<file path="config.mk">
export PLATFORM = sky130hd
export DESIGN_NAME = wutc_top
export DESIGN_NICKNAME = d
export VERILOG_FILES = /design/src/wutc_pkg.sv /design/src/wutc_top.sv
export SDC_FILE = /design/constraint.sdc
export NUM_CORES = 1
export LEC_CHECK = 0
export BUFFER_PORTS_ARGS = -buffer_cell sky130_fd_sc_hd__buf_2
export CORE_MARGIN = 3
export CORE_UTILIZATION = 28
export DETAILED_ROUTE_END_ITERATION = 8
export PLACE_DENSITY_LB_ADDON = 0.2
export RECOVER_POWER = 50
export SLEW_MARGIN = 20
export SYNTH_ARGS = -nofsm -noshare
export SYNTH_HDL_FRONTEND = slang
export SYNTH_SLANG_ARGS = --single-unit
</file>
<file path="constraint.sdc">
create_clock -name SYS_CLK -period 2.3 [get_ports SYS_CLK]
set_input_delay 0.23 -clock SYS_CLK [delete_from_list [all_inputs] [get_ports SYS_CLK]]
set_output_delay 0.23 -clock SYS_CLK [all_outputs]
set_load 0.02 [all_outputs]
</file>
<file path="src/wutc_pkg.sv">
// Package: register map, field layout and timing constants of the wake-up timer control
package wutc_pkg;
  // ----------------------------------------------------------------
  // Register offsets
  // ----------------------------------------------------------------
  localparam logic [9:0] OFF_PRESCALE = 10'h316;
  localparam logic [9:0] OFF_SLEEP_CFG = 10'h317;
  localparam logic [9:0] OFF_RELOAD_HI = 10'h318;
  localparam logic [9:0] OFF_RELOAD_LO = 10'h319;
  localparam logic [9:0] OFF_TMR_CTRL = 10'h31A;
  localparam logic [9:0] OFF_OSC_STAT = 10'h31B;
  localparam logic [9:0] OFF_IRQ_STAT = 10'h320;
  localparam logic [9:0] OFF_IRQ_MASK = 10'h321;
  // ----------------------------------------------------------------
  // Field positions
  // ----------------------------------------------------------------
  localparam int SLEEP_LSB = 3;
  localparam int SLEEP_MSB = 6;
  localparam int WAKE_EN_BIT = 0;
  localparam int FLAG_CLR_BIT = 0;
  localparam int CAL_EN_BIT = 1;
  localparam int ST_CAL_DONE_BIT = 5;
  localparam int ST_XTAL_BIT = 4;
  localparam int ST_POR_BIT = 2;
  localparam int ST_TO_BIT = 1;
  localparam int IRQ_TO_BIT = 0;
  localparam int IRQ_POR_BIT = 1;
  localparam int IRQ_CAL_BIT = 2;
  localparam int IRQ_XTAL_BIT = 3;
  // ----------------------------------------------------------------
  // Sleep setting codes
  // ----------------------------------------------------------------
  localparam logic [3:0] SLEEP_KEEP_RETENTION_MEM = 4'h1;
  localparam logic [3:0] SLEEP_KEEP_CRYSTAL = 4'h4;
  localparam logic [3:0] SLEEP_KEEP_MEM_AND_CRYSTAL = 4'h5;
  localparam logic [3:0] SLEEP_KEEP_MEM_AND_RC_CLOCK = 4'hB;
  // ----------------------------------------------------------------
  // Reset values
  // ----------------------------------------------------------------
  localparam logic [7:0] RST_BYTE = 8'h00;
  localparam logic [15:0] RST_RELOAD = 16'h0000;
  localparam logic [3:0] RST_IRQ = 4'h0;
  // ----------------------------------------------------------------
  // Timing
  // ----------------------------------------------------------------
  localparam int CLK_PERIOD_NS = 50;
  localparam int CAL_TIME_NS = 1_000_000;
  // Least time: round up to whole cycles
  localparam int CAL_CYCLES =
    (CAL_TIME_NS + CLK_PERIOD_NS - 1) / CLK_PERIOD_NS;
  // RC calibration sequencer states
  typedef enum logic [1:0] {
    CAL_IDLE = 2'b00,
    CAL_BUSY = 2'b01,
    CAL_DONE = 2'b10
  } wutc_cal_t;
endpackage : wutc_pkg

</file>
<file path="src/wutc_top.sv">
// Wake-up timer control: sleep setup, reload, prescaler, calibration, flags
//
// Operation
// (RQ1) Sleep code selects retained memory and oscillators
// (RQ2) Wake-enable bit gates wake-up on expiry
// (RQ3) Reload is 16 bits, high then low
// (RQ4) High byte staged, commit on low write
// (RQ5) Software writes high byte first, write-only; the low byte here reads back the committed reload low byte
// (RQ6) Control bit 1 runs RC calibration
// (RQ7) Status bit 5 set after 1 ms
// (RQ8) Writing control bit 0 clears both flags
// (RQ9) Status bit 4 shows crystal settled
// (RQ10) Cold start flag sticky until cleared
// (RQ11) Timeout flag latches on expiry
// (RQ12) Prescaler divides by 1 to 65536
// (RQ13) Prescaler staged, effective on sleep write
// (RQ14) Timer counts prescaled ticks and reloads
`timescale 1ns/1ps
`default_nettype none
module wutc_top #(
  parameter int CAL_CYC = wutc_pkg::CAL_CYCLES
) (
  // Clock and reset
  input wire logic SYS_CLK,
  input wire logic SYS_RST,
  // Register port
  input wire logic [9:0] ADDR,
  input wire logic [7:0] WDATA,
  input wire logic WR,
  input wire logic RD,
  output logic [7:0] RDATA,
  // Oscillator and power events
  input wire logic LF_TICK,
  input wire logic XTAL_SETTLED,
  input wire logic COLD_START,
  // Power control
  output logic KEEP_MEM,
  output logic KEEP_XTAL,
  output logic KEEP_RC,
  output logic RC_CAL_RUN,
  output logic WAKE_REQ,
  // Interrupt
  output logic IRQ
);

  // ----------------------------------------------------------------
  // Helpers
  // ----------------------------------------------------------------
  // Terminal count of the prescaler for a given code
  function automatic logic [15:0] presc_term(input logic [2:0] code);
    unique case (code)
      3'h0: presc_term = 16'h0000;
      3'h1: presc_term = 16'h0003;
      3'h2: presc_term = 16'h0007;
      3'h3: presc_term = 16'h000F;
      3'h4: presc_term = 16'h007F;
      3'h5: presc_term = 16'h03FF;
      3'h6: presc_term = 16'h1FFF;
      3'h7: presc_term = 16'hFFFF;
    endcase
  endfunction : presc_term

  // ----------------------------------------------------------------
  // Storage
  // ----------------------------------------------------------------
  logic [2:0] presc_stage_r;
  logic [2:0] presc_act_r;
  logic [7:0] sleep_cfg_r;
  logic [7:0] reload_hi_r;
  logic [15:0] reload_r;
  logic [7:0] ctrl_r;
  logic [15:0] pre_cnt_r;
  logic [15:0] tmr_cnt_r;
  logic to_flag_r;
  logic por_flag_r;
  logic [14:0] cal_cnt_r;
  wutc_pkg::wutc_cal_t cal_st_r;
  wutc_pkg::wutc_cal_t cal_st_nxt;
  logic xtal_d_r;
  logic [3:0] irq_stat_r;
  logic [3:0] irq_mask_r;
  logic [7:0] rdata_r;
  logic keep_mem_r;
  logic keep_xtal_r;
  logic keep_rc_r;
  logic cal_run_r;
  logic wake_r;
  logic irq_r;

  // ----------------------------------------------------------------
  // Decode
  // ----------------------------------------------------------------
  // Write strobes per register
  wire wr_presc = WR && (ADDR == wutc_pkg::OFF_PRESCALE);
  wire wr_sleep = WR && (ADDR == wutc_pkg::OFF_SLEEP_CFG);
  wire wr_hi = WR && (ADDR == wutc_pkg::OFF_RELOAD_HI);
  wire wr_lo = WR && (ADDR == wutc_pkg::OFF_RELOAD_LO);
  wire wr_ctrl = WR && (ADDR == wutc_pkg::OFF_TMR_CTRL);
  wire wr_istat = WR && (ADDR == wutc_pkg::OFF_IRQ_STAT);
  wire wr_imask = WR && (ADDR == wutc_pkg::OFF_IRQ_MASK);

  // Flag clear is a one-shot effect of the write itself
  wire flag_clr = wr_ctrl && WDATA[wutc_pkg::FLAG_CLR_BIT]; // RQ8

  wire [3:0] sleep_code =
    sleep_cfg_r[wutc_pkg::SLEEP_MSB:wutc_pkg::SLEEP_LSB];
  wire wake_en = sleep_cfg_r[wutc_pkg::WAKE_EN_BIT];
  wire cal_en = ctrl_r[wutc_pkg::CAL_EN_BIT];

  // Sleep code decode; reserved codes keep nothing alive
  wire dec_mem = (sleep_code == wutc_pkg::SLEEP_KEEP_RETENTION_MEM)
    || (sleep_code == wutc_pkg::SLEEP_KEEP_MEM_AND_CRYSTAL)
    || (sleep_code == wutc_pkg::SLEEP_KEEP_MEM_AND_RC_CLOCK); // RQ1
  wire dec_xtal = (sleep_code == wutc_pkg::SLEEP_KEEP_CRYSTAL)
    || (sleep_code == wutc_pkg::SLEEP_KEEP_MEM_AND_CRYSTAL); // RQ1
  wire dec_rc = sleep_code == wutc_pkg::SLEEP_KEEP_MEM_AND_RC_CLOCK; // RQ1

  // Crystal status only meaningful in crystal sleep codes
  wire xtal_ok = XTAL_SETTLED && dec_xtal; // RQ9
  wire cal_done = (cal_st_r == wutc_pkg::CAL_DONE) && cal_en; // RQ7

  // ----------------------------------------------------------------
  // Timer datapath
  // ----------------------------------------------------------------
  wire [15:0] term = presc_term(presc_act_r); // RQ12
  wire tmr_tick = LF_TICK && (pre_cnt_r == term); // RQ12
  wire expire = tmr_tick && (tmr_cnt_r == 16'h0000); // RQ14

  // Interrupt events
  wire xtal_rise = xtal_ok && !xtal_d_r;
  wire cal_rise = (cal_st_nxt == wutc_pkg::CAL_DONE)
    && (cal_st_r != wutc_pkg::CAL_DONE);
  wire [3:0] ev = {xtal_rise, cal_rise, COLD_START, expire};

  // ----------------------------------------------------------------
  // Read mux
  // ----------------------------------------------------------------
  logic [7:0] osc_stat;
  logic [7:0] rd_mux;
  always_comb begin
    osc_stat = 8'h00;
    osc_stat[wutc_pkg::ST_CAL_DONE_BIT] = cal_done; // RQ7
    osc_stat[wutc_pkg::ST_XTAL_BIT] = xtal_ok; // RQ9
    osc_stat[wutc_pkg::ST_POR_BIT] = por_flag_r; // RQ10
    osc_stat[wutc_pkg::ST_TO_BIT] = to_flag_r; // RQ11
  end

  // Staged and write-only registers read as zero
  always_comb begin
    unique case (ADDR)
      wutc_pkg::OFF_SLEEP_CFG: rd_mux = sleep_cfg_r;
      wutc_pkg::OFF_RELOAD_LO: rd_mux = reload_r[7:0];
      wutc_pkg::OFF_TMR_CTRL: rd_mux = ctrl_r;
      wutc_pkg::OFF_OSC_STAT: rd_mux = osc_stat;
      wutc_pkg::OFF_IRQ_STAT: rd_mux = {4'h0, irq_stat_r};
      wutc_pkg::OFF_IRQ_MASK: rd_mux = {4'h0, irq_mask_r};
      default: rd_mux = 8'h00;
    endcase
  end

  // ----------------------------------------------------------------
  // Configuration registers
  // ----------------------------------------------------------------
  // Prescaler moves to the live copy only on a sleep write
  always_ff @(posedge SYS_CLK) begin
    if (SYS_RST) begin
      presc_stage_r <= 3'h0;
      presc_act_r <= 3'h0;
      sleep_cfg_r <= wutc_pkg::RST_BYTE;
    end else begin
      if (wr_presc) presc_stage_r <= WDATA[2:0]; // RQ13
      if (wr_sleep) begin
        sleep_cfg_r <= WDATA;
        presc_act_r <= presc_stage_r; // RQ13
      end
    end
  end

  // High byte is staged so a half-written reload never runs
  always_ff @(posedge SYS_CLK) begin
    if (SYS_RST) begin
      reload_hi_r <= wutc_pkg::RST_BYTE;
      reload_r <= wutc_pkg::RST_RELOAD;
    end else begin
      if (wr_hi) reload_hi_r <= WDATA; // RQ4
      if (wr_lo) reload_r <= {reload_hi_r, WDATA}; // RQ3 RQ4
    end
  end

  // Control register; bit 0 is also read back as written
  always_ff @(posedge SYS_CLK) begin
    if (SYS_RST) ctrl_r <= wutc_pkg::RST_BYTE;
    else if (wr_ctrl) ctrl_r <= WDATA; // RQ6
  end

  // ----------------------------------------------------------------
  // Timer
  // ----------------------------------------------------------------
  // Low byte write restarts the count from the new reload
  always_ff @(posedge SYS_CLK) begin
    if (SYS_RST) begin
      pre_cnt_r <= 16'h0000;
      tmr_cnt_r <= wutc_pkg::RST_RELOAD;
    end else begin
      if (wr_sleep || tmr_tick) pre_cnt_r <= 16'h0000;
      else if (LF_TICK) pre_cnt_r <= pre_cnt_r + 16'h0001; // RQ12
      if (wr_lo) tmr_cnt_r <= {reload_hi_r, WDATA};
      else if (expire) tmr_cnt_r <= reload_r; // RQ14
      else if (tmr_tick) tmr_cnt_r <= tmr_cnt_r - 16'h0001; // RQ14
    end
  end

  // ----------------------------------------------------------------
  // Event latches
  // ----------------------------------------------------------------
  // Set wins over a clear in the same cycle
  always_ff @(posedge SYS_CLK) begin
    if (SYS_RST) begin
      to_flag_r <= 1'b0;
      por_flag_r <= 1'b0;
    end else begin
      to_flag_r <= expire || (to_flag_r && !flag_clr); // RQ11 RQ8
      por_flag_r <= COLD_START || (por_flag_r && !flag_clr); // RQ10 RQ8
    end
  end

  // ----------------------------------------------------------------
  // RC calibration
  // ----------------------------------------------------------------
  // Dropping the enable aborts and forgets any result
  always_comb begin
    cal_st_nxt = cal_st_r;
    unique case (cal_st_r)
      wutc_pkg::CAL_IDLE:
        if (cal_en) cal_st_nxt = wutc_pkg::CAL_BUSY; // RQ6
      wutc_pkg::CAL_BUSY:
        if (!cal_en) cal_st_nxt = wutc_pkg::CAL_IDLE;
        else if (cal_cnt_r == 15'(CAL_CYC - 1))
          cal_st_nxt = wutc_pkg::CAL_DONE; // RQ7
      wutc_pkg::CAL_DONE:
        if (!cal_en) cal_st_nxt = wutc_pkg::CAL_IDLE;
      default: cal_st_nxt = wutc_pkg::CAL_IDLE;
    endcase
  end

  always_ff @(posedge SYS_CLK) begin
    if (SYS_RST) begin
      cal_st_r <= wutc_pkg::CAL_IDLE;
      cal_cnt_r <= 15'h0000;
    end else begin
      cal_st_r <= cal_st_nxt;
      if (cal_st_r == wutc_pkg::CAL_BUSY) cal_cnt_r <= cal_cnt_r + 15'h0001;
      else cal_cnt_r <= 15'h0000;
    end
  end

  // ----------------------------------------------------------------
  // Interrupts
  // ----------------------------------------------------------------
  // Write one to clear; a new event in that cycle wins
  always_ff @(posedge SYS_CLK) begin
    if (SYS_RST) begin
      irq_stat_r <= wutc_pkg::RST_IRQ;
      irq_mask_r <= wutc_pkg::RST_IRQ;
      xtal_d_r <= 1'b0;
    end else begin
      irq_stat_r <= ev | (irq_stat_r & ~(wr_istat ? WDATA[3:0] : 4'h0));
      if (wr_imask) irq_mask_r <= WDATA[3:0];
      xtal_d_r <= xtal_ok;
    end
  end

  // ----------------------------------------------------------------
  // Output flops
  // ----------------------------------------------------------------
  always_ff @(posedge SYS_CLK) begin
    if (SYS_RST) begin
      rdata_r <= 8'h00;
      keep_mem_r <= 1'b0;
      keep_xtal_r <= 1'b0;
      keep_rc_r <= 1'b0;
      cal_run_r <= 1'b0;
      wake_r <= 1'b0;
      irq_r <= 1'b0;
    end else begin
      rdata_r <= RD ? rd_mux : 8'h00;
      keep_mem_r <= dec_mem; // RQ1
      keep_xtal_r <= dec_xtal; // RQ1
      keep_rc_r <= dec_rc; // RQ1
      cal_run_r <= cal_st_r == wutc_pkg::CAL_BUSY && cal_en; // RQ6
      wake_r <= expire && wake_en; // RQ2
      irq_r <= |(irq_stat_r & irq_mask_r);
    end
  end

  assign RDATA = rdata_r;
  assign KEEP_MEM = keep_mem_r;
  assign KEEP_XTAL = keep_xtal_r;
  assign KEEP_RC = keep_rc_r;
  assign RC_CAL_RUN = cal_run_r;
  assign WAKE_REQ = wake_r;
  assign IRQ = irq_r;
endmodule : wutc_top
`default_nettype wire

</file>
==> results.yml, run 1 <==
critical_path:
  worstPathArrival_ns: 2.57
  crit_type: "reg2reg"
  crit_path_start_kind: "flip-flop"
  cp-end-kind: "flip-flop"
  worstPathRequired_ns: 2.61
  critPathMaxFanout: 16
grt:
  grt_first_pass_wirelength_mm: 26.97
  grt_start_max_net_pins: 44
  grt_pass1_vias: 5109
  antenna_found_initial: 0
  grt.total_usage_pct: 15.30
  gr-total-overflow: 0
die:
  start_util_pct: 28.59
  fp.coreArea_mm2: 0.02030
  dieArea_mm2: 0.02249
  die_x_um: 150.0
  num_io_pins: 39
  die_y_um: 150.0
  row_count: 52
timing:
  slew_violations: 0
  finClkSkew_ns: 0.01184
  worst_pin_slew_ns: 1.164
  grt_setup_unrepaired: "yes"
  min_period_ns: 2.255
  finalCritPeriodShare_pct: 98.03
  max_freq_ghz: 0.4435
  setup_viol: 0
  relSlewSlack_pct: 22.40
  finalHoldViolations: 0
layout:
  post-route-util_pct: 35.36
  area_growth_pct: 23.67
  final_design_area_no_fill_mm2: 0.007178
  final_common_cell: "dfxtp_1"
  diodes: 0
  stdcell_count: 1026
  mostFrequentLayoutCells: "124 x dfxtp_1, 101 x nor2_1, 64 x nand2_1"
  fillerInstances: 2113
  nets: 772
  drive_gt1_share_pct: 17.86
synth:
  synth_async_sr_flop_share_pct: 0
  synth-edff-count: 0
  synth-seq-cells: 127
  synth_nets: 701
  synthCells: 672
  synth.yosys.warnings: 0
  synth_area_mm2: 0.005804
  synthFlopType: "dfxtp_1"
  synth_cell_types: 62
  ys_seq_area_share_pct: 43.80
  synth.avg_cell_area_um2: 8.637
detailed_routing:
  final_antenna_net_count: 0
  drt-wirelength-per-cell_um: 16.34
  drc: 0
  dr_total_vias: 5110
  first_pass_iters: 4
  drt_iter0_markers: 187
  wl_mm: 16.76
  via_per_inst: 4.981
pwr:
  power_switching_mw: 2.261
  seqPwrFrac_pct: 35.0
  swShare_pct: 32.17
  p_leak_nw: 2.676
  clockPowerShare_pct: 36.3
  p_int_mw: 4.767
  p_comb_share_pct: 28.7
  p_per_area_mw_per_mm2: 979.2
  ir_drop_mv: 0.5764
clock_network:
  hold_buffers: 0
  clk_pin_slew_ns: 0.07
  cts_buffers: 17
  clk_latency_ns: 0.42
  clk_path_buf_depth: 2
  cts.sinks: 127
  cts_tree: "done"
  cts-root-buf: "clkbuf_16"
  cts.htree.levels: 4
place:
  io_buffers: 38
  place_inst: 984
  placed_area_mm2: 0.006491
  gp_congestion: 0.8620
  post-dp-hpwl_mm: 11.55
min_path:
  hold_class: "in2reg"
status:
  outcome: "complete, no violations"
flow_run:
  cap_viol_max_count: 0
==> synth_stat cells, drive strengths merged (3+ instances only) <==
library cell	count	area share (%)
and3	10	1.1
a21oi	51	4.4
mux2	5	0.97
nand4	13	1.4
or4	12	1.7
ha	4	0.86
or2	4	0.43
inv	16	1.0
a2bb2oi	4	0.60
a22oi	5	0.65
mux2i	38	6.6
nand2	64	4.1
o22ai	3	0.32
nand3	20	1.8
nor2b	3	0.32
o211a	3	0.52
o2111ai	3	0.45
nand2b	3	0.32
nor2	101	6.5
a31oi	5	0.54
nor3	19	1.6
xor2	19	2.9
or4b	4	0.69
clkbuf	26	1.7
nor4	16	1.9
and4	3	0.45
a222oi	5	0.86
o21ai	22	1.9
xnor2	14	2.1
a211oi	3	0.39
or3	4	0.43
buf	14	2.2
dfxtp	127	44
==> path summary, 6_finish.rpt <==
path / start / to / slack, ns / cells after the start
hold / removal: COLD_START / irq_stat_r[1]$_SDFF_PP0_ / 0.05 / 3
setup / recovery: tmr_cnt_r[12]$_SDFFE_PP0P_ / tmr_cnt_r[12]$_SDFFE_PP0P_ / 0.05 / 5
hold reg to reg: reload_r[8]$_SDFFE_PP0P_ / reload_r[8]$_SDFFE_PP0P_ / 0.46 / 2
setup reg to reg: tmr_cnt_r[12]$_SDFFE_PP0P_ / tmr_cnt_r[12]$_SDFFE_PP0P_ / 0.05 / 5
==> critical path: stages, from the launching register on <==
cell     delay, ns
dfxtp_1       0.35
or4_4         0.60
or4_4         0.67
buf_6         0.17
o211a_1       0.20
o32a_1        0.15
==> flip-flops by register name (all words and copies together), names as in the netlist, 2 cells and up <==
signal         flops
presc_stage_r      3
reload_r          16
pre_cnt_r         16
term               7
reload_hi_r        8
sleep_cfg_r        8
tmr_cnt_r         16
irq_stat_r         4
cal_cnt_r         15
ctrl_r             8
cal_st_r           2
presc_act_r        3
irq_mask_r         4
RDATA              8
==> routing by layer <==
metal	routed length [um]	vias up	global-route usage, %
met5	0	-	0
met4	299	0	5.352
met3	519	23	3.513
met2	7908	77	25.25
met1	8032	2455	19.61
li1	-	2555	-
==> cell families after synthesis <==
logic type / Yosys count / synth area share (%)
AOI/OAI and AO/OA: 123 / 13.47
xor gates and xnor gates: 33 / 4.980
adders and majority gates: 4 / 0.8623
buffers and inverters: 56 / 4.915
DFF: 127 / 43.80
muxes: 43 / 7.523
and+or+nand+nor: 286 / 24.45
==> repair_timing <==
action,4_1_cts,5_1_grt
buffers inserted,0,8
pin swaps,1,7
setup endpoints to repair,1,12
cloned,0,2
resized for setup,0,17
==> power by group through the flow <==
stage / Sequential [mW] / Combinational [mW] / Clock [mW]
3_3_place_gp: 2.49 / 1.80 / 0
4_1_cts: 2.45 / 1.83 / 2.62
6_report: 2.46 / 2.02 / 2.55
5_1_grt: 2.47 / 2.21 / 2.71
3_5_place_dp: 2.49 / 1.82 / 0
2_1_floorplan: 2.46 / 1.42 / 0
==> through the flow <==
| stage | worst slack, ns | total power, mW | setup TNS (ns) | hold slack (ns) |
|---|---|---|---|---|
| finish | 0.04542 | 7.029 | 0 | 0.04994 |
| global route | -0.02113 | 7.393 | -0.05836 | 0.04394 |
| CTS | 0.02050 | 6.888 | 0 | 0.02994 |
| detailed placement | 0.001944 | 4.311 | 0 | 0.4501 |
| global placement | 0.09322 | 4.287 | 0 | 0.4414 |
| floorplan | 0.04821 | 3.876 | 0 | 0.3474 |
==> layout make-up <==
cell class / instances / area [um^2] / share of cell area, %
multi-input combinational: 489 / 3039 / 42.34
timing repair buffer: 92 / 638.1 / 8.890
sequential: 127 / 2546 / 35.47
tap: 270 / 337.8 / 4.706
inverter: 16 / 60.06 / 0.8367
clock inverter: 14 / 117.6 / 1.638
clock buffer: 18 / 439.2 / 6.118
Note: power is estimated with default switching activity, not from simulation.
==> inputs of run 2 (changes only) <==
--- a/config.mk
+++ b/config.mk
@@ -7,7 +7,7 @@
 export LEC_CHECK = 0
 export BUFFER_PORTS_ARGS = -buffer_cell sky130_fd_sc_hd__buf_2
 export CORE_MARGIN = 3
-export CORE_UTILIZATION = 28
+export CORE_UTILIZATION = 30
 export DETAILED_ROUTE_END_ITERATION = 8
 export PLACE_DENSITY_LB_ADDON = 0.2
 export RECOVER_POWER = 50
==> run 2 against run 1 <==
The flow now finishes with violations (setup timing). Highest routed layer unchanged. Final cell count fell by 0.88%. Utilization grew 3.2 points. Wire length is 1.4% lower. Clock power increased by 17%. Largest cell class unchanged. Register-to-register slack lost 0.05 ns. Critical path type unchanged. Hold slack worse by 0.010 ns. Clock-buffer cell count grew 1. Critical endpoint is now tmr_cnt_r[9]$_SDFFE_PP0P_.
==> results.yml, run 2 (synthesized netlist as in run 1, its figures left out) <==
layout:
  drive_gt1_share_pct: 18.23
  nets: 773
  mostFrequentLayoutCells: "124 x dfxtp_1, 101 x nor2_1, 64 x nand2_1"
  fillerInstances: 1919
  area_growth_pct: 25.01
  stdcell_count: 1017
  final_common_cell: "dfxtp_1"
  reg.largest.list: "pre_cnt_r x16, reload_r x16, tmr_cnt_r x16"
  diodes: 0
  final_design_area_no_fill_mm2: 0.007256
critical_path:
  crit_type: "reg2reg"
  crit_path_start_kind: "flip-flop"
  cp_slowest_cell: "or4_4"
  critPathMaxFanout: 6
  cp-end-kind: "flip-flop"
  slowest_delay_ns: 0.63
  worstPathRequired_ns: 2.57
  cp_cell_sequence: "inv_2 -> ha_4 -> or4b_4 -> or4_4 -> buf_6 -> a2bb2oi_1 -> nor3_1 -> nor4_1"
  worstPathArrival_ns: 2.57
timing:
  relSlewSlack_pct: 16.90
  layout_setup_ws_ns: -0.0002869
  grt_setup_unrepaired: "yes"
  min_period_ns: 2.300
  worst_pin_slew_ns: 1.227
  finClkSkew_ns: 0.01441
  setup_viol: 1
  finalHoldViolations: 0
  max_freq_ghz: 0.4347
  finalCritPeriodShare_pct: 100.0
  slew_violations: 0
clock_network:
  clk_pin_slew_ns: 0.06
  clk_latency_ns: 0.43
  clk_path_buf_depth: 2
  cts.sinks: 127
  cts-root-buf: "clkbuf_16"
  cts_buffers: 17
  cts_tree: "done"
  hold_buffers: 0
  cts.htree.levels: 4
detailed_routing:
  final_antenna_net_count: 0
  dr_total_vias: 5145
  via_per_inst: 5.059
  drt-wirelength-per-cell_um: 16.26
  wl_mm: 16.53
  first_pass_iters: 5
  drc: 0
  drt_iter0_markers: 269
grt:
  grt_pass1_vias: 5082
  grt_first_pass_wirelength_mm: 26.61
  antenna_found_initial: 0
  grt.total_usage_pct: 15.63
  grt_start_max_net_pins: 70
  gr-total-overflow: 0
die:
  die_y_um: 145.1
  dieArea_mm2: 0.02105
  fp.coreArea_mm2: 0.01883
  start_util_pct: 30.82
  num_io_pins: 39
  die_x_um: 145.1
  row_count: 50
flow_run:
  cap_viol_max_count: 0
place:
  dp_slack_ns: 0.004524
  placed_area_mm2: 0.006486
  gp_congestion: 0.8800
  place_inst: 974
  io_buffers: 38
  post-dp-hpwl_mm: 11.32
pwr:
  p_per_area_mw_per_mm2: 1038
  ir_drop_mv: 0.6012
  p_total_mw: 7.534
  p_leak_nw: 2.725
status:
  violations: "setup timing"
  outcome: "finished, violations left"
min_path:
  hold_class: "in2reg"
run 2: layer usage:
layer	vias up	track usage (%)	wire length (um)
met5	-	0	0
met3	15	4.247	554
met1	2492	19.35	7679
met4	0	4.558	161
li1	2545	-	-
met2	93	26.69	8137
run 2: power breakdown:
part | internal [mW] | switching [mW] | total [mW]
sequential | 2.33 | 0.141 | 2.47
clock | 1.95 | 1.02 | 2.98
combinational | 1.04 | 1.05 | 2.09
total | 5.32 | 2.22 | 7.53
run 2: path summary, 6_finish.rpt:
check / start / slack, ns / depth (start not counted) / end
worst max register to register: tmr_cnt_r[1]$_SDFFE_PP0P_ / -0.0003 / 8 / tmr_cnt_r[9]$_SDFFE_PP0P_
worst max-delay path: tmr_cnt_r[1]$_SDFFE_PP0P_ / -0.0003 / 8 / tmr_cnt_r[9]$_SDFFE_PP0P_
worst min register to register: reload_r[8]$_SDFFE_PP0P_ / 0.46 / 2 / reload_r[8]$_SDFFE_PP0P_
worst min-delay path: COLD_START / 0.04 / 3 / por_flag_r$_SDFF_PP0_
run 2: critical path, delay by kind of cell, from the launching register on:
family                     cells  cell delay [ns]
DFF                            1             0.34
adders and majority gates      1             0.12
buffers and inverters          2             0.25
AOI/OAI and AO/OA              1             0.12
and+or+nand+nor                4             1.32
run 2: final cells by class:
class	count	area [um^2]	share of cell area, %
Clock buffer	19	442.9	6.105
Tap cell	260	325.3	4.484
Sequential cell	127	2546	35.09
Inverter	16	60.06	0.8277
Timing Repair Buffer	93	625.6	8.622
Clock inverter	13	211.5	2.914
Multi-Input combinational cell	489	3044	41.96
run 2: per-stage QoR:
step	setup TNS, ns	utilization, %	hold WS (ns)
final	-0.0002869	38.53	0.03950
after global routing	-0.4514	38.53	0.05400
after CTS	0	37.92	0.03122
after detailed placement	0	34.45	0.4502
after global placement	0	34.41	0.4420
after floorplan	0	-	0.3474
run 2: what timing repair did:
action	in CTS	in global routing
cloned	0	2
buffers inserted	0	9
pin swaps	1	10
setup endpoints to repair	2	12
gates resized for setup	0	24
==> inputs of run 3 (changes only) <==
--- a/config.mk
+++ b/config.mk
@@ -5,10 +5,10 @@
 export SDC_FILE = /design/constraint.sdc
 export NUM_CORES = 1
 export LEC_CHECK = 0
-export BUFFER_PORTS_ARGS = -buffer_cell sky130_fd_sc_hd__buf_2
 export CORE_MARGIN = 3
-export CORE_UTILIZATION = 30
+export CORE_UTILIZATION = 35
 export DETAILED_ROUTE_END_ITERATION = 8
+export DONT_BUFFER_PORTS = 1
 export PLACE_DENSITY_LB_ADDON = 0.2
 export RECOVER_POWER = 50
 export SLEW_MARGIN = 20
==> constraint.sdc (replaced) <==
create_clock -name SYS_CLK -period 2.3 [get_ports SYS_CLK]
set_input_delay 0.115 -clock SYS_CLK [delete_from_list [all_inputs] [get_ports SYS_CLK]]
set_output_delay 0.115 -clock SYS_CLK [all_outputs]
set_load 0.02 [all_outputs]
==> run 3 against run 2 <==
The flow finishes with violations (capacitance limit, slew limit). Global-route usage increased by 2.5 points. Maximum frequency up 3.3%. Worst setup slack improved by 0.073 ns. Die area fell by 14%. Clock-buffer cell count stayed put. Cell area decreased by 3.4%. Non-clock buffer count decreased by 38. Critical endpoint is now tmr_cnt_r[5]$_SDFFE_PP0P_.
==> results.yml, run 3 (synthesized netlist as in run 1, its figures left out) <==
layout:
  area_growth_pct: 20.74
  reg.largest.list: "pre_cnt_r x16, reload_r x16, tmr_cnt_r x16"
  final_design_area_no_fill_mm2: 0.007008
  final_common_cell: "dfxtp_1"
  nets: 737
  diodes: 0
  drive_gt1_share_pct: 14.29
  mostFrequentLayoutCells: "122 x dfxtp_1, 101 x nor2_1, 64 x nand2_1"
critical_path:
  reg2reg_depth: 6
  reg2reg_from: "tmr_cnt_r[1]$_SDFFE_PP0P_"
  worstPathArrival_ns: 2.57
  crit_type: "reg2reg"
  ff2ff_setup_slack_ns: 0.07
  worstPathRequired_ns: 2.64
  crit_path_start_kind: "flip-flop"
  worstReg2RegEnd: "tmr_cnt_r[5]$_SDFFE_PP0P_"
  critPathMaxFanout: 6
  cp-end-kind: "flip-flop"
  cp-endpoint: "tmr_cnt_r[5]$_SDFFE_PP0P_"
  startpoint: "tmr_cnt_r[1]$_SDFFE_PP0P_"
timing:
  slew_violations: 9
  relSlewSlack_pct: -21.58
  min_period_ns: 2.227
  max_freq_ghz: 0.4490
  finalCritPeriodShare_pct: 96.83
  finClkSkew_ns: 0.007752
  grt_setup_unrepaired: "yes"
  hold_ws_ns: 0.02643
  finalHoldViolations: 0
  setup_viol: 0
  worst_pin_slew_ns: 1.801
place:
  post-dp-hpwl_mm: 10.66
  gp_congestion: 0.8941
  placed_area_mm2: 0.006153
  io_buffers: 0
grt:
  grt_first_pass_wirelength_mm: 26.05
  grt_pass1_vias: 4950
  gr-total-overflow: 0
  antenna_found_initial: 0
  grt.total_usage_pct: 18.09
  grt_start_max_net_pins: 72
clock_network:
  cts_buffers: 17
  cts_tree: "done"
  cts-root-buf: "clkbuf_16"
  cts.htree.levels: 4
  clk_path_buf_depth: 2
  clk_latency_ns: 0.43
  cts.sinks: 127
  clk_pin_slew_ns: 0.06
pwr:
  ir_drop_mv: 0.6167
  p_per_area_mw_per_mm2: 1005
  p_leak_nw: 2.582
flow_run:
  cap_viol_max_count: 1
detailed_routing:
  via_per_inst: 5.344
  drt-wirelength-per-cell_um: 17.26
  final_antenna_net_count: 0
  drt_iter0_markers: 317
  drc: 0
  first_pass_iters: 4
  dr_total_vias: 5007
  wl_mm: 16.17
die:
  num_io_pins: 39
  die_y_um: 134.8
  die_x_um: 134.8
  fp.coreArea_mm2: 0.01606
  start_util_pct: 36.15
  dieArea_mm2: 0.01816
  row_count: 46
min_path:
  hold_class: "in2reg"
status:
  violations: "capacitance limit, slew limit"
  outcome: "finished, violations left"
==> run 3: cell count changes in the layout (fill, tap and decap cells not counted), moves of 3 or more <==
cell           before  now
dlygate4sd3_1       0   13
buf_4              41   31
buf_2              24    0
bufinv_16           5    1
clkbuf_1           20    6
buf_6               5    2
inv_6               1    5
==> run 3: what timing repair did <==
| item | in CTS | in global routing |
|---|---|---|
| setup endpoints to repair | 0 | 14 |
| gates resized for setup | 0 | 18 |
| hold buffers | 14 | 0 |
| endpoints found under the hold margin | 87 | 0 |
| buffers inserted | 0 | 6 |
==> run 3: per-stage QoR <==
stage	setup slack [ns]	util (%)	power, mW	setup TNS (ns)	cells
finish	0.07280	43.64	7.040	0	937
global route	-0.005397	43.64	7.392	-0.005868	937
CTS	0.02971	42.80	6.839	0	928
detailed placement	0.05491	38.32	4.198	0	882
global placement	0.1138	38.27	4.155	0	882
floorplan	0.04821	-	3.876	0	672
==> run 3: critical path, cell delays in order, from the launching register on <==
cell and delay [ns]:
dfxtp_2 0.32, inv_1 0.07, ha_1 0.13, or4b_4 0.50
or4_4 0.64, o211a_1 0.25, a311oi_2 0.23
==> run 3: how the worst min path moves through the flow <==
stage | start | slack, ns | to | cells after the start
after floorplan | COLD_START | 0.23 | irq_stat_r[1]$_SDFF_PP0_ | 2
after global placement | SYS_RST | 0.20 | reload_r[0]$_SDFFE_PP0P_ | 1
after detailed placement | SYS_RST | 0.20 | term[1]$_SDFF_PP1_ | 1
after CTS | ADDR[0] | 0.009 | RDATA[4]$_SDFF_PP0_ | 3
after global routing | ADDR[0] | 0.06 | RDATA[4]$_SDFF_PP0_ | 3
final | ADDR[0] | 0.03 | RDATA[4]$_SDFF_PP0_ | 3
==> run 3: per-layer routing <==
layer	vias up	track usage, %	part of all wire [%]
met5	-	0	0
met4	0	6.222	1.6
met3	24	4.359	4.7
met2	89	31.43	50
met1	2407	21.90	44
li1	2487	-	-
==> run 3: report_power, final <==
| group | total [mW] | internal (mW) | switching [mW] |
|---|---|---|---|
| combinational | 2.03 | 0.970 | 1.06 |
| sequential | 2.45 | 2.33 | 0.127 |
| clock | 2.56 | 1.50 | 1.05 |
==> run 3: final cells by class <==
| cell class | instances | area, um^2 |
|---|---|---|
| sequential | 127 | 2549 |
| clock inverter | 13 | 128.9 |
| multi-input combinational | 491 | 3069 |
| fill | 1567 | 9050 |
| timing repair buffer | 55 | 498.0 |
| clock buffer | 19 | 432.9 |
| tap | 216 | 270.3 |
| inverter | 16 | 60.06 |
